===== src/rtl/dbc_pkg.sv =====
// constants, field layouts and carrier types of the debug bus comparators
// assumes one clock domain; monitored cpu bus sampled on the same clock
package dbc_pkg;

	// register indices; byte address is four times the index
	localparam logic [7:0] IDX_MAIN   = 8'h20;
	localparam logic [7:0] IDX_CTL    = 8'h28;
	localparam logic [7:0] IDX_AH     = 8'h29;
	localparam logic [7:0] IDX_AM     = 8'h2A;
	localparam logic [7:0] IDX_AL     = 8'h2B;
	localparam logic [7:0] IDX_DH     = 8'h2C;
	localparam logic [7:0] IDX_DL     = 8'h2D;
	localparam logic [7:0] IDX_MH     = 8'h2E;
	localparam logic [7:0] IDX_ML     = 8'h2F;
	localparam logic [7:0] IDX_STS    = 8'h30;
	localparam logic [7:0] IDX_IEN    = 8'h31;
	localparam logic [7:0] IDX_ICLR   = 8'h32;

	// main control fields
	localparam int MAIN_ARM   = 7;
	localparam int MAIN_BRKEN = 4;
	localparam int MAIN_WIN   = 0;

	// comparator control fields
	localparam int CTL_SIZE_CHK = 7;
	localparam int CTL_SIZE_SEL = 6;
	localparam int CTL_TAG      = 5;
	localparam int CTL_STOP     = 4;
	localparam int CTL_RW       = 3;
	localparam int CTL_DIR_CHK  = 2;
	localparam int CTL_DATA_NE  = 1;
	localparam int CTL_ON       = 0;

	// implemented control bits of A, B, C
	localparam logic [2:0][7:0] CTL_MASK = {8'h3D, 8'hFD, 8'hFF};
	localparam logic [7:0]      AH_MASK  = 8'h03;

	localparam logic [1:0] WIN_NONE = 2'h3;
	localparam logic [1:0] RESP_OK  = 2'h0;
	localparam logic [1:0] RESP_ERR = 2'h2;

	// reset values
	localparam logic [7:0]  RST_CTL  = 8'h00;
	localparam logic [17:0] RST_ADDR = 18'h00000;
	localparam logic [15:0] RST_DATA = 16'h0000;

	// status bits: match A, B, C, session end
	localparam int STS_W   = 4;
	localparam int STS_END = 3;

	typedef enum logic [3:0] {
		DBC_R_NONE, DBC_R_MAIN, DBC_R_CTL, DBC_R_AH, DBC_R_AM, DBC_R_AL,
		DBC_R_DH, DBC_R_DL, DBC_R_MH, DBC_R_ML, DBC_R_STS, DBC_R_IEN, DBC_R_ICLR
	} dbc_reg_t;

	typedef struct packed {
		logic        valid;
		logic [17:0] addr;
		logic [15:0] data;
		logic        read;
		logic        byte_acc;
	} dbc_cpu_bus_t;

	typedef struct packed {
		logic        valid;
		logic [17:0] addr;
	} dbc_exec_t;

endpackage


===== src/rtl/dbc_top.sv =====
// three bus comparators with banked register window and axi4-lite slave
// assumes cpu bus and execution strobes synchronous to aclk
//
// Local design decision: the AXI4-Lite register port.
module dbc_top #(
	parameter int ADDR_W = 10
) (
	input  wire logic                 aclk,
	input  wire logic                 aresetn,
	input  wire logic [ADDR_W-1:0]    s_axi_awaddr,
	input  wire logic [2:0]           s_axi_awprot,
	input  wire logic                 s_axi_awvalid,
	output logic                      s_axi_awready,
	input  wire logic [31:0]          s_axi_wdata,
	input  wire logic [3:0]           s_axi_wstrb,
	input  wire logic                 s_axi_wvalid,
	output logic                      s_axi_wready,
	output logic [1:0]                s_axi_bresp,
	output logic                      s_axi_bvalid,
	input  wire logic                 s_axi_bready,
	input  wire logic [ADDR_W-1:0]    s_axi_araddr,
	input  wire logic [2:0]           s_axi_arprot,
	input  wire logic                 s_axi_arvalid,
	output logic                      s_axi_arready,
	output logic [31:0]               s_axi_rdata,
	output logic [1:0]                s_axi_rresp,
	output logic                      s_axi_rvalid,
	input  wire logic                 s_axi_rready,
	input  wire dbc_pkg::dbc_cpu_bus_t cpu_bus,
	input  wire dbc_pkg::dbc_exec_t    cpu_exec,
	output logic [2:0]                match_pulse,
	output logic                      session_end,
	output logic                      trace_stop,
	output logic                      break_req,
	output logic                      armed,
	output logic                      irq
);

	typedef struct packed {
		logic [2:0][7:0]   ctl;
		logic [2:0][17:0]  adr;
		logic [15:0]       dat;
		logic [15:0]       msk;
		logic [1:0]        win;
		logic              arm;
		logic              bkpt_en;
		logic [2:0]        tag_pend;
		logic [2:0]        match;
		logic              sess_end;
		logic              bkpt;
		logic [3:0]        sts;
		logic [3:0]        ien;
		logic              aw_held;
		logic [ADDR_W-1:0] aw_addr;
		logic              w_held;
		logic [7:0]        w_byte;
		logic              w_lane0;
		logic              bvalid;
		logic [1:0]        bresp;
		logic              rvalid;
		logic [7:0]        rdata;
		logic [1:0]        rresp;
	} dbc_state_t;

	dbc_state_t s;
	dbc_state_t next_s;

	function automatic dbc_pkg::dbc_reg_t dbc_decode(input logic [ADDR_W-1:0] a);
		logic [7:0] idx;
		idx = 8'(a[ADDR_W-1:2]);
		unique case (idx)
			dbc_pkg::IDX_MAIN: return dbc_pkg::DBC_R_MAIN;
			dbc_pkg::IDX_CTL:  return dbc_pkg::DBC_R_CTL;
			dbc_pkg::IDX_AH:   return dbc_pkg::DBC_R_AH;
			dbc_pkg::IDX_AM:   return dbc_pkg::DBC_R_AM;
			dbc_pkg::IDX_AL:   return dbc_pkg::DBC_R_AL;
			dbc_pkg::IDX_DH:   return dbc_pkg::DBC_R_DH;
			dbc_pkg::IDX_DL:   return dbc_pkg::DBC_R_DL;
			dbc_pkg::IDX_MH:   return dbc_pkg::DBC_R_MH;
			dbc_pkg::IDX_ML:   return dbc_pkg::DBC_R_ML;
			dbc_pkg::IDX_STS:  return dbc_pkg::DBC_R_STS;
			dbc_pkg::IDX_IEN:  return dbc_pkg::DBC_R_IEN;
			dbc_pkg::IDX_ICLR: return dbc_pkg::DBC_R_ICLR;
			default:           return dbc_pkg::DBC_R_NONE;
		endcase
	endfunction

	// per-comparator match terms
	logic [2:0] hit_addr;
	logic [2:0] hit_exec;
	logic [2:0] forced;
	logic [2:0] tag_set;
	logic [2:0] tag_fire;
	logic       data_ok;

	// data compare only comparator A owns
	always_comb begin
		data_ok = ((cpu_bus.data ^ s.dat) & s.msk) == 16'h0000;
		if (s.ctl[0][dbc_pkg::CTL_DATA_NE]) begin
			data_ok = !data_ok;
		end
	end

	generate
		for (genvar i = 0; i < 3; i++) begin : g_cmp
			logic size_ok;
			logic dir_ok;
			logic dat_ok;
			logic on;
			logic tag;
			assign on = s.ctl[i][dbc_pkg::CTL_ON] && s.arm;
			assign tag = s.ctl[i][dbc_pkg::CTL_TAG];
			assign hit_addr[i] = cpu_bus.addr == s.adr[i];
			assign hit_exec[i] = cpu_exec.addr == s.adr[i];
			// comparator C has no size bits; its stored bits are forced zero
			assign size_ok = !s.ctl[i][dbc_pkg::CTL_SIZE_CHK]
				|| (cpu_bus.byte_acc == s.ctl[i][dbc_pkg::CTL_SIZE_SEL]);
			assign dir_ok = !s.ctl[i][dbc_pkg::CTL_DIR_CHK]
				|| (cpu_bus.read == s.ctl[i][dbc_pkg::CTL_RW]);
			assign dat_ok = (i == 0) ? data_ok : 1'b1;
			// tagging bypasses size, direction and data checks
			assign forced[i] = on && !tag && cpu_bus.valid && hit_addr[i]
				&& size_ok && dir_ok && dat_ok;
			assign tag_set[i] = on && tag && cpu_bus.valid && hit_addr[i];
			assign tag_fire[i] = on && tag && cpu_exec.valid && hit_exec[i]
				&& (s.tag_pend[i] || tag_set[i]);
		end
	endgenerate

	logic [2:0]            hit;
	logic                  stop;
	dbc_pkg::dbc_reg_t     wsel;
	dbc_pkg::dbc_reg_t     rsel;
	logic                  do_wr;
	logic                  do_rd;
	logic                  cmp_vis;
	logic                  wr_cmp;
	logic [1:0]            wi;
	logic [7:0]            wb;
	logic [7:0]            rb;
	logic [1:0]            ri;
	localparam int STS_W_L = dbc_pkg::STS_W;

	logic [STS_W_L-1:0]    ev;
	logic [STS_W_L-1:0]    clr;

	always_comb begin
		next_s = s;
		hit = forced | tag_fire;
		stop = 1'b0;
		for (int i = 0; i < 3; i++) begin
			if (hit[i] && s.ctl[i][dbc_pkg::CTL_STOP]) begin
				stop = 1'b1;
			end
		end

		// one-cycle event outputs
		next_s.match = hit;
		next_s.sess_end = stop;
		next_s.bkpt = stop && s.bkpt_en;
		next_s.tag_pend = (s.tag_pend | tag_set) & ~tag_fire;
		if (!s.arm) begin
			next_s.tag_pend = 3'h0;
		end

		// axi write path: address and data taken in either order
		wsel = dbc_decode(s.aw_addr);
		wi = s.win;
		wb = s.w_byte;
		cmp_vis = s.win != dbc_pkg::WIN_NONE;
		if (s_axi_awvalid && !s.aw_held) begin
			next_s.aw_held = 1'b1;
			next_s.aw_addr = s_axi_awaddr;
		end
		if (s_axi_wvalid && !s.w_held) begin
			next_s.w_held = 1'b1;
			next_s.w_byte = s_axi_wdata[7:0];
			next_s.w_lane0 = s_axi_wstrb[0];
		end
		do_wr = s.aw_held && s.w_held && !s.bvalid;
		wr_cmp = do_wr && s.w_lane0 && cmp_vis && !s.arm;
		clr = '0;
		if (do_wr) begin
			next_s.aw_held = 1'b0;
			next_s.w_held = 1'b0;
			next_s.bvalid = 1'b1;
			next_s.bresp = (wsel == dbc_pkg::DBC_R_NONE) ? dbc_pkg::RESP_ERR : dbc_pkg::RESP_OK;
			if (s.w_lane0) begin
				unique case (wsel)
					dbc_pkg::DBC_R_MAIN: begin
						next_s.arm = wb[dbc_pkg::MAIN_ARM];
						next_s.bkpt_en = wb[dbc_pkg::MAIN_BRKEN];
						next_s.win = wb[dbc_pkg::MAIN_WIN +: 2];
					end
					dbc_pkg::DBC_R_IEN: begin
						next_s.ien = wb[STS_W_L-1:0];
					end
					dbc_pkg::DBC_R_ICLR: begin
						clr = wb[STS_W_L-1:0];
					end
					default: begin
					end
				endcase
			end
			if (wr_cmp) begin
				unique case (wsel)
					dbc_pkg::DBC_R_CTL: begin
						next_s.ctl[wi] = wb & dbc_pkg::CTL_MASK[wi];
					end
					dbc_pkg::DBC_R_AH: begin
						next_s.adr[wi][17:16] = wb[1:0];
					end
					dbc_pkg::DBC_R_AM: begin
						next_s.adr[wi][15:8] = wb;
					end
					dbc_pkg::DBC_R_AL: begin
						next_s.adr[wi][7:0] = wb;
					end
					default: begin
					end
				endcase
				// data bytes only exist behind comparator A
				if (wi == 2'h0) begin
					unique case (wsel)
						dbc_pkg::DBC_R_DH: next_s.dat[15:8] = wb;
						dbc_pkg::DBC_R_DL: next_s.dat[7:0] = wb;
						dbc_pkg::DBC_R_MH: next_s.msk[15:8] = wb;
						dbc_pkg::DBC_R_ML: next_s.msk[7:0] = wb;
						default: begin
						end
					endcase
				end
			end
		end
		if (s.bvalid && s_axi_bready) begin
			next_s.bvalid = 1'b0;
		end

		// hardware disarm wins over a same-cycle software arm
		if (stop) begin
			next_s.arm = 1'b0;
		end

		// sticky status; a new event wins over its clear
		ev = {stop, hit};
		next_s.sts = (s.sts & ~clr) | ev;

		// axi read path: one read at a time, answered next cycle
		rsel = dbc_decode(s_axi_araddr);
		ri = s.win;
		do_rd = s_axi_arvalid && !s.rvalid;
		rb = 8'h00;
		unique case (rsel)
			dbc_pkg::DBC_R_MAIN: begin
				rb[dbc_pkg::MAIN_ARM] = s.arm;
				rb[dbc_pkg::MAIN_BRKEN] = s.bkpt_en;
				rb[dbc_pkg::MAIN_WIN +: 2] = s.win;
			end
			dbc_pkg::DBC_R_CTL: rb = cmp_vis ? s.ctl[ri] : 8'h00;
			dbc_pkg::DBC_R_AH: rb = cmp_vis ? {6'h00, s.adr[ri][17:16]} : 8'h00;
			dbc_pkg::DBC_R_AM: rb = cmp_vis ? s.adr[ri][15:8] : 8'h00;
			dbc_pkg::DBC_R_AL: rb = cmp_vis ? s.adr[ri][7:0] : 8'h00;
			dbc_pkg::DBC_R_DH: rb = (ri == 2'h0) ? s.dat[15:8] : 8'h00;
			dbc_pkg::DBC_R_DL: rb = (ri == 2'h0) ? s.dat[7:0] : 8'h00;
			dbc_pkg::DBC_R_MH: rb = (ri == 2'h0) ? s.msk[15:8] : 8'h00;
			dbc_pkg::DBC_R_ML: rb = (ri == 2'h0) ? s.msk[7:0] : 8'h00;
			dbc_pkg::DBC_R_STS: rb = {4'h0, s.sts};
			dbc_pkg::DBC_R_IEN: rb = {4'h0, s.ien};
			default: rb = 8'h00;
		endcase
		if (do_rd) begin
			next_s.rvalid = 1'b1;
			next_s.rdata = rb;
			next_s.rresp = (rsel == dbc_pkg::DBC_R_NONE) ? dbc_pkg::RESP_ERR : dbc_pkg::RESP_OK;
		end else if (s.rvalid && s_axi_rready) begin
			next_s.rvalid = 1'b0;
		end
	end

	always_ff @(posedge aclk) begin
		if (!aresetn) begin
			s <= '0;
			s.ctl <= {3{dbc_pkg::RST_CTL}};
			s.adr <= {3{dbc_pkg::RST_ADDR}};
			s.dat <= dbc_pkg::RST_DATA;
			s.msk <= dbc_pkg::RST_DATA;
		end else begin
			s <= next_s;
		end
	end

	// each write channel stays open until its own half of a write is held
	assign s_axi_awready = !s.aw_held;
	assign s_axi_wready = !s.w_held;
	assign s_axi_bvalid = s.bvalid;
	assign s_axi_bresp = s.bresp;
	assign s_axi_arready = !s.rvalid;
	assign s_axi_rvalid = s.rvalid;
	assign s_axi_rdata = {24'h000000, s.rdata};
	assign s_axi_rresp = s.rresp;

	assign match_pulse = s.match;
	assign session_end = s.sess_end;
	assign trace_stop = s.sess_end;
	assign break_req = s.bkpt;
	assign armed = s.arm;
	assign irq = |(s.sts & s.ien);

endmodule


===== config.mk =====
export PLATFORM = sky130hd
export DESIGN_NAME = dbc_top
export DESIGN_NICKNAME = d
export VERILOG_FILES = /design/src/rtl/dbc_pkg.sv /design/src/rtl/dbc_top.sv
export SDC_FILE = /design/constraint.sdc
export NUM_CORES = 1
export LEC_CHECK = 0
export BUFFER_PORTS_ARGS = -buffer_cell sky130_fd_sc_hd__buf_2
export CAP_MARGIN = 25
export CORE_AREA = 2 2 144 286
export CTS_BUF_LIST = sky130_fd_sc_hd__clkbuf_2
export CTS_CLUSTER_DIAMETER = 150
export DETAILED_ROUTE_END_ITERATION = 16
export DIE_AREA = 0 0 146 288
export REMOVE_ABC_BUFFERS = 1
export SLEW_MARGIN = 20
export SYNTH_ARGS = -nofsm -noshare
export SYNTH_HDL_FRONTEND = slang
export SYNTH_SLANG_ARGS = --single-unit

===== constraint.sdc =====
create_clock -name aclk -period 7.4 [get_ports aclk]
set_clock_uncertainty 0.1 [all_clocks]
set_input_delay 0.37 -clock aclk [delete_from_list [all_inputs] [get_ports aclk]]
set_output_delay 0.37 -clock aclk [all_outputs]
set_load 0.05 [all_outputs]

==> out/results.ini, run 1 <==
[synth]
ys_seq_elements = 161
synthCells = 1053
yosysSeqAreaShare = 0.356
ys.flop_type = dfxtp_1
synth_mux_area_frac = 0.158
avgSynthCellArea_um2 = 8.60
ys_types = 63
synthAdderAreaFrac = 0.00221
synthSimpleGateAreaFrac = 0.188
synth_xor_area_frac = 0.127
ys_warn_count = 0
synth-edff-count = 0
synth-compound-area-share = 0.106
synth_top_family_by_area = simple AND/OR/NAND/NOR gates
async_flop_share = 0
syn-cell-area_um2 = 9060

[layout]
layoutNonFillerInstCount = 1708
syn_to_final_growth_pct = 17.0
finalInstanceArea_um2 = 10600
layout_common_cells = dfxtp_1, nor2_1, mux2i_1
post-route-util = 0.264
drive_gt1_frac = 0.151
fin_nets = 1289
final_common_cell = dfxtp_1

[setup_path]
critPathMaxStageDelay_ns = 0.73
cp.required_ns = 8.00
cp-end-kind = flip-flop
crit_arrival_ns = 3.70
path_cells = nand4_1 > nor4_1 > nand2_1 > nor4_1 > o22ai_1 > o2bb2a_1 > a211oi_1
r2r_cells = 7
crit_path_frequent_cell = nor4_1
crit_fanout = 9
slowest_stage = dfxtp_1
start_kind = flip-flop
criticalPathCategory = flip-flop to flip-flop

[placement]
dp_slack_ns = 4.36
port_buffers = 110
place_inst = 1629
placed_area_um2 = 9900
place_congestion = 0.935
post-dp-hpwl_mm = 26.3

[pwr]
pwr_density_cell_nw_per_um2 = 151
vdd_ir_drop_max_mv = 0.105
clockPowerShare = 0.311
net-switching-power_mw = 0.466
p_int_mw = 1.13
power.leakage_nw = 3.93
power_switching_share = 0.291
p_seq_frac = 0.564
power_mw = 1.60
combPwrFrac = 0.126

[drt]
drcViolationCount = 0
drt_iter0_markers = 513
detail_route.first_pass.iterations = 5
vias = 8032
routed_wl_mm = 33.9
wl_per_cell_um = 19.8
viasPerCell = 4.70
antenna_left = 0

[sta]
max_freq_mhz = 323
hold_violations = 0
timing.hold.ws_ns = 0.0381
period_needed_ns = 3.10
timing.final.crit_share = 0.419
rsz0062_at_grt = no
finalSetupTns_ns = 0
worst_pin_slew_ns = 0.985
finalMaxSlewViolations = 0
finalSetupViolations = 0
fin_ws_ns = 4.30
slew_headroom = 0.343

[global_route]
track_usage = 0.160
grt_use_met2 = 0.301
use_met1 = 0.154
groute.layer.met3.usage = 0.0263
grt_pass1_vias = 8237
grt_antenna_before_repair = 2
grt_first_pass_wirelength_mm = 50.5
grt_overflow_total = 0
grt_max_degree = 85
top_usage_layer = met2

[clock_tree]
cts_resized = 0
cts_tree = built
cts.sinks = 161
path_clk_slew_ns = 0.22
numCtsBuffers = 17
cts_root_buf = clkbuf_2
clk_latency_ns = 0.77
clk_path_buf_depth = 2
htree_levels = 4
post_cts_buffers = 0

[floorplanning]
row_count = 104
design.die.area_um2 = 42000
coreArea_um2 = 40100
io_pins = 174
fp.dieH_um = 288
chipWidth_um = 146
start_util = 0.226

[run_status]
status = finished clean

[hold_path]
min_path_type = primary input to flip-flop
whs_path_depth = 5

[run]
maxCapViolCount = 0

==> path summary, 6_finish.rpt <==
check	from	slack, ns	endpoint
hold / removal	s_axi_araddr[4]	0.04	s_axi_rdata[4]
setup reg to reg	armed	4.30	break_req
hold reg to reg	s[150]	0.35	s[150]
setup / recovery	armed	4.30	break_req
==> layout make-up <==
cell class	count	area (um^2)
well taps	530	663
flip-flops and latches	161	3220
clock buffers	19	95.1
inverters	11	43.8
fillers	4448	29500
repair buffers	164	1070
multi-input cells	809	5360
diodes	1	2.50
clock inverters	13	144
==> repair_timing <==
| action | in CTS | in global routing |
|---|---|---|
| endpoints found under the setup margin | 0 | 0 |
| hold endpoints to repair | 35 | 2 |
| hold buffers | 44 | 1 |
==> cells in the mapped netlist (all sizes together) (3+ instances only) <==
library cell / count / area share
nand2b: 5 / 0.0035
o22ai: 8 / 0.0055
nand3: 27 / 0.015
a31oi: 3 / 0.0021
mux2: 11 / 0.014
inv: 11 / 0.0046
o21ai: 29 / 0.016
a22oi: 23 / 0.019
and2: 6 / 0.0041
nor2: 142 / 0.061
nor3b: 5 / 0.0047
and3: 4 / 0.0028
nor4: 22 / 0.015
xor2: 82 / 0.079
buf: 47 / 0.037
a211oi: 7 / 0.0069
or3: 5 / 0.0040
nor3: 21 / 0.015
a221oi: 6 / 0.0058
a21oi: 50 / 0.028
a22o: 3 / 0.0029
mux2i: 131 / 0.14
nand4: 18 / 0.012
nor2b: 8 / 0.0055
dfxtp: 161 / 0.36
xnor2: 49 / 0.047
clkbuf: 50 / 0.021
nand2: 86 / 0.036
or2: 4 / 0.0028
a221o: 3 / 0.0033
or3b: 4 / 0.0039
==> routing by layer <==
metal | part of all wire | wire (um)
met1 | 0.35 | 11800
met2 | 0.53 | 17800
met3 | 0.041 | 1390
met4 | 0.083 | 2810
met5 | 0.00038 | 13
==> power by group through the flow <==
stage               Clock [mW]  Combinational, mW  Sequential [mW]
global placement             0              0.182            0.917
finish                   0.497              0.201            0.901
detailed placement           0              0.182            0.918
global route             0.547              0.214            0.904
floorplan                    0              0.102            0.912
CTS                      0.512              0.200            0.901
==> worst max-delay path, delay by kind of cell (launching register included) <==
| kind | cells | cell delay, ns |
|---|---|---|
| and+or+nand+nor | 4 | 1.32 |
| AOI/OAI and AO/OA | 3 | 0.88 |
| DFF | 1 | 0.73 |
==> cell families (layout without fill, tap and decap cells) <==
group,Yosys count,count (layout)
xor gates and xnor gates,131,131
AOI/OAI and AO/OA,149,149
other,1,27
and+or+nand+nor,359,359
DFF,161,161
adders and majority gates,2,2
buffers and inverters,108,207
muxes,142,142
==> registers in the layout, summed over array words and instances, names as in the netlist, 2 cells and up <==
signal / cells
wb: 8
ri: 2
match_pulse: 3
g_cmp.tag: 3
s: 130
s_axi_rdata: 8
Note: power is estimated with default switching activity, not from simulation.
==> run 2: changes to the inputs <==
Clock period 7.4 ns to 2.57 ns, I/O delays scaled along.
==> run 2 against run 1 <==
  * Worst hold slack gained 0.015 ns
  * Highest routed layer is now met4
  * Fmax is 23% higher
  * Cell count increased by 6.2%
  * Core utilization increased by 2.7 points
  * Sequential share of layout area decreased by 2.7 points
  * Clock-buffer cell count decreased by 2
  * Register-to-register slack worse by 4.2 ns
==> out/results.ini, run 2 (synthesis results as in run 1) <==
[floorplanning]
fp.dieH_um = 288  ; unchanged
design.die.area_um2 = 42000  ; unchanged
chipWidth_um = 146  ; unchanged
start_util = 0.226  ; unchanged
io_pins = 174  ; unchanged
coreArea_um2 = 40100  ; unchanged
row_count = 104  ; unchanged

[clock_tree]
clk_path_buf_depth = 2  ; unchanged
path_clk_slew_ns = 0.23  ; about the same
cts_tree = built
numCtsBuffers = 17  ; unchanged
cts.sinks = 161  ; unchanged
htree_levels = 4  ; unchanged
cts_root_buf = clkbuf_2
clk_latency_ns = 0.80  ; +0.03 ns

[setup_path]
r2r_cells = 8  ; +1
criticalPathCategory = flip-flop to flip-flop
r2r-end = break_req
worstReg2RegStart = s[132]
r2r_setup_slack_ns = 0.06  ; -4.24 ns
crit_fanout = 4  ; -5
cp.required_ns = 3.19  ; -4.81 ns
cp-end-kind = flip-flop
crit_arrival_ns = 3.13  ; -0.57 ns
start_kind = flip-flop

[layout]
layoutNonFillerInstCount = 1814  ; +6.2%
fin_nets = 1396  ; +8.3%
layout_common_cells = dfxtp_1, nor2_1, mux2i_1
final_common_cell = dfxtp_1
multiInputGateArea_um2 = 5420  ; +1.0%
fill_cells = 4295  ; -3.4%
drive_gt1_frac = 0.207  ; +0.0553
top_register = s
syn_to_final_growth_pct = 28.8
seq_area_um2 = 3230  ; +0.27%
largest_reg_flops = 130  ; unchanged

[placement]
place_inst = 1701  ; +4.4%
port_buffers = 110  ; unchanged
place_congestion = 0.957  ; +2.3%
post-dp-hpwl_mm = 28.5  ; +8.6%

[sta]
worst_pin_slew_ns = 1.01  ; +0.0217 ns
period_needed_ns = 2.51  ; -0.585 ns
finalSetupViolations = 0  ; unchanged
hold_violations = 0  ; unchanged
timing.final.crit_share = 0.978  ; +0.559
finalMaxSlewViolations = 0  ; unchanged
slew_headroom = 0.328  ; -0.0145
rsz0062_at_grt = yes
timing.hold.ws_ns = 0.0535  ; +0.0154 ns
max_freq_mhz = 398  ; +23%

[global_route]
grt_first_pass_wirelength_mm = 53.3  ; +5.6%
grt_antenna_before_repair = 1  ; -1
track_usage = 0.171  ; +0.0106
grt_max_degree = 50  ; -41%
grt_overflow_total = 0  ; unchanged
grt_pass1_vias = 8761  ; +6.4%

[drt]
detail_route.first_pass.iterations = 7  ; +2
drcViolationCount = 0  ; unchanged
routed_wl_mm = 36.6  ; +8.1%
antenna_left = 0  ; unchanged
viasPerCell = 4.76  ; +1.2%
wl_per_cell_um = 20.2  ; +1.8%
vias = 8630  ; +7.4%
drt_iter0_markers = 485  ; -5.5%

[run_status]
status = finished clean

[pwr]
power.leakage_nw = 4.51  ; +15%
vdd_ir_drop_max_mv = 0.233  ; +120%
pwr_density_cell_nw_per_um2 = 407  ; +170%

[hold_path]
min_path_type = primary input to flip-flop
hold_start = cpu_exec[17]
whs_path_depth = 7  ; +2
whs_endpoint = s[40]

[run]
maxCapViolCount = 0  ; unchanged

==> run 2: routing by layer <==
layer	global-route usage	part of all wire	vias up
met3	0.0268	0.042	148
met2	0.319	0.52	365
li1	-	-	4039
met5	0	0	-
met1	0.159	0.34	4078
met4	0.151	0.097	0
==> run 2: worst max-delay path, cell delays in order, from the launching register on <==
cell      delay [ns]
dfxtp_1         0.38
buf_4           0.15
xor2_1          0.15
nor4_1          0.43
nand4_1         0.26
nor3_1          0.23
o22ai_1         0.14
o2bb2a_1        0.36
a211oi_1        0.25
==> run 2: stage by stage <==
step	setup WS, ns	util	setup TNS, ns	instance area [um^2]	power (mW)
after global placement	-0.0410	0.263	-0.0410	10500	3.19
after detailed placement	-0.0620	0.263	-0.106	10500	3.20
after global routing	-0.0254	0.291	-0.0258	11700	4.92
final	0.0574	0.291	0	11700	4.75
after floorplan	-0.697	-	-31.95	8620	2.92
after CTS	0.000833	0.289	0	11600	4.76
==> run 2: worst max-delay path by stage <==
stage | from | end
floorplan | ri[0] | s_axi_rdata[0]
global placement | ri[0] | s_axi_rdata[4]
detailed placement | ri[0] | s_axi_rdata[4]
CTS | s[23] | s[92]
global route | s[139] | break_req
finish | s[132] | break_req
==> run 2: repair_timing <==
item,CTS,global route
gates resized for setup,4,14
endpoints found under the hold margin,66,0
pin swaps,0,1
setup buffers,0,4
hold buffers,77,0
endpoints found under the setup margin,14,56
==> run 2: final cells by class <==
class,instances,area share
multi-input combinational,809,0.464
inverter,11,0.00375
sequential,161,0.277
clock buffer,17,0.00729
timing repair buffer,271,0.176
clock inverter,14,0.0142
antenna,1,0.000215
tap,530,0.0569
==> run 2: power breakdown <==
| group | leakage [nW] | switching, mW | internal [mW] |
|---|---|---|---|
| combinational | 3.06 | 0.404 | 0.258 |
| clock | 0.142 | 0.958 | 0.536 |
| sequential | 1.30 | 0.0658 | 2.53 |
==> run 3: changes to the inputs <==
Settings changed: CELL_PAD_IN_SITES_DETAIL_PLACEMENT set to 0, CELL_PAD_IN_SITES_GLOBAL_PLACEMENT set to 1, PLACE_DENSITY_LB_ADDON set to 0.1.
==> run 3 against run 2 <==
  * Core utilization is 1.2 points higher
  * Setup slack better by 0.059 ns
  * Flip-flop and latch count stayed put
  * Critical endpoint is now s_axi_rdata[4]
  * Non-clock buffer count is 55 higher
  * Die area stayed put
  * Critical path type unchanged
  * Combinational power is 13% higher
  * Largest power group unchanged
  * Worst hold slack better by 0.078 ns
==> out/results.ini, run 3 (synthesis results as in run 1) <==
[run_status]
status = finished clean

[global_route]
grt_overflow_total = 0  ; unchanged
grt_antenna_before_repair = 1  ; unchanged
grt_max_degree = 63  ; +26%
track_usage = 0.197  ; +0.0263
grt_first_pass_wirelength_mm = 59.6  ; +12%
grt_pass1_vias = 8858  ; +1.1%

[setup_path]
r2r_setup_slack_ns = 0.12  ; +0.06 ns
start_kind = flip-flop
critPathMaxStageDelay_ns = 0.50  ; +0.07 ns
cp-end-kind = flip-flop
r2r-end = s_axi_rdata[4]
slowest_stage = dfxtp_2
r2r_cells = 10  ; +2
cp.required_ns = 3.19  ; about the same
critical_path_buf_inv_count = 3  ; +2
cp_top_family = compound AO/OA/AOI/OAI gates
path_cells = buf_4 > mux2i_1 > nor2_1 > a21oi_1 > buf_4 > o22ai_1 > a221o_1 > a221oi_1 > buf_4 > o21ai_0
crit_arrival_ns = 3.07  ; -0.06 ns
worstReg2RegStart = ri[0]
crit_fanout = 5  ; +1
crit_path_frequent_cell = buf_4
criticalPathCategory = flip-flop to flip-flop

[hold_path]
min_path_type = primary input to flip-flop
hold_start = s_axi_araddr[2]
whs_endpoint = s_axi_rdata[3]
whs_path_depth = 6  ; -1

[layout]
multiInputGateArea_um2 = 5450  ; +0.60%
syn_to_final_growth_pct = 33.9
largest_reg_flops = 130  ; unchanged
drive_gt1_frac = 0.235  ; +0.0280
fin_nets = 1451  ; +3.9%
layout_common_cells = dfxtp_1, nor2_1, mux2i_1
final_common_cell = dfxtp_1
seq_area_um2 = 3230  ; about the same
top_register = s
post-route-util = 0.303  ; +0.0116
fill_cells = 4391  ; +2.2%
layoutNonFillerInstCount = 1870  ; +3.1%
finalInstanceArea_um2 = 12100  ; +4.0%

[clock_tree]
cts_tree = built
cts.sinks = 161  ; unchanged
cts_root_buf = clkbuf_2
clk_latency_ns = 0.86  ; +0.06 ns
numCtsBuffers = 17  ; unchanged
path_clk_slew_ns = 0.23  ; about the same
htree_levels = 4  ; unchanged
clk_path_buf_depth = 2  ; unchanged

[placement]
dp_slack_ns = -0.0180  ; +0.0440 ns
port_buffers = 110  ; unchanged
place_congestion = 0.879  ; -8.1%
placed_area_um2 = 10900  ; +3.3%
post-dp-hpwl_mm = 32.7  ; +15%
place_inst = 1743  ; +2.5%

[sta]
slew_headroom = 0.493  ; +0.165
finalSetupTns_ns = 0  ; unchanged
max_freq_mhz = 408  ; +2.4%
timing.hold.ws_ns = 0.132  ; +0.0785 ns
worst_pin_slew_ns = 0.752  ; -0.254 ns
finalMaxSlewViolations = 0  ; unchanged
timing.final.crit_share = 0.955  ; -0.0228
finalSetupViolations = 0  ; unchanged
fin_ws_ns = 0.116  ; +0.0587 ns
hold_violations = 0  ; unchanged
period_needed_ns = 2.45  ; -0.0587 ns
rsz0062_at_grt = no

[floorplanning]
fp.dieH_um = 288  ; unchanged
row_count = 104  ; unchanged
start_util = 0.226  ; unchanged
design.die.area_um2 = 42000  ; unchanged
coreArea_um2 = 40100  ; unchanged
chipWidth_um = 146  ; unchanged
io_pins = 174  ; unchanged

[drt]
vias = 8400  ; -2.7%
drcViolationCount = 0  ; unchanged
detail_route.first_pass.iterations = 4  ; -3
antenna_left = 0  ; unchanged
routed_wl_mm = 41.6  ; +14%
wl_per_cell_um = 22.2  ; +10%
viasPerCell = 4.49  ; -5.6%
drt_iter0_markers = 347  ; -28%

[run]
maxCapViolCount = 0  ; unchanged

[pwr]
power_mw = 4.70  ; -0.93%
vdd_ir_drop_max_mv = 0.221  ; -5.4%
pwr_density_cell_nw_per_um2 = 388  ; -4.7%
power.leakage_nw = 4.77  ; +5.7%

[run 3: changes by cell type in the layout (fill, tap and decap cells not counted), sizes merged]
cell,change
buf,+39
clkinv,+2
inv,+2
dlygate4sd3,+16
bufinv,-2
clkinvlp,-1
[run 3: area by class of cell]
class,count,share of cell area
Multi-Input combinational cell,809,0.449
Clock inverter,15,0.0109
Inverter,11,0.00361
Tap cell,530,0.0547
Timing Repair Buffer,326,0.208
Clock buffer,17,0.00702
Sequential cell,161,0.267
Antenna cell,1,0.000206
[run 3: metal layers]
metal / GRT usage / vias to the layer above / share of wire
met4: 0.0871 / 0 / 0.041
met5: 0 / - / 0
met2: 0.414 / 185 / 0.59
met1: 0.188 / 4037 / 0.35
met3: 0.0195 / 45 / 0.019
li1: - / 4133 / -
[run 3: repair_timing]
action | 4_1_cts | 5_1_grt
resized for setup | 3 | 20
endpoints found under the setup margin | 4 | 50
pin swaps | 0 | 2
buffers inserted | 0 | 1
hold buffers | 93 | 0
hold endpoints to repair | 54 | 0
[run 3: worst reg2reg max path, delay by kind of cell, from the launching register on]
| family | cells | cell delay (ns) |
|---|---|---|
| AOI/OAI and AO/OA | 5 | 1.00 |
| buffers and inverters | 3 | 0.55 |
| DFF | 1 | 0.50 |
| muxes | 1 | 0.19 |
| and+or+nand+nor | 1 | 0.05 |
[run 3: worst max path at each step]
stage	slack, ns	cells after the start	startpoint	to
final	0.12	10	ri[0]	s_axi_rdata[4]
after global routing	0.001	9	s[33]	g_cmp[2].tag
after CTS	0.008	7	s[33]	s[36]
after detailed placement	-0.02	10	armed	s[42]
after global placement	-0.08	8	s[120]	session_end
after floorplan	-0.70	6	ri[0]	s_axi_rdata[0]
[run 3: power breakdown]
group,switching [mW],internal (mW)
clock,1.05,0.359
sequential,0.0227,2.53
combinational,0.462,0.283
total,1.53,3.17
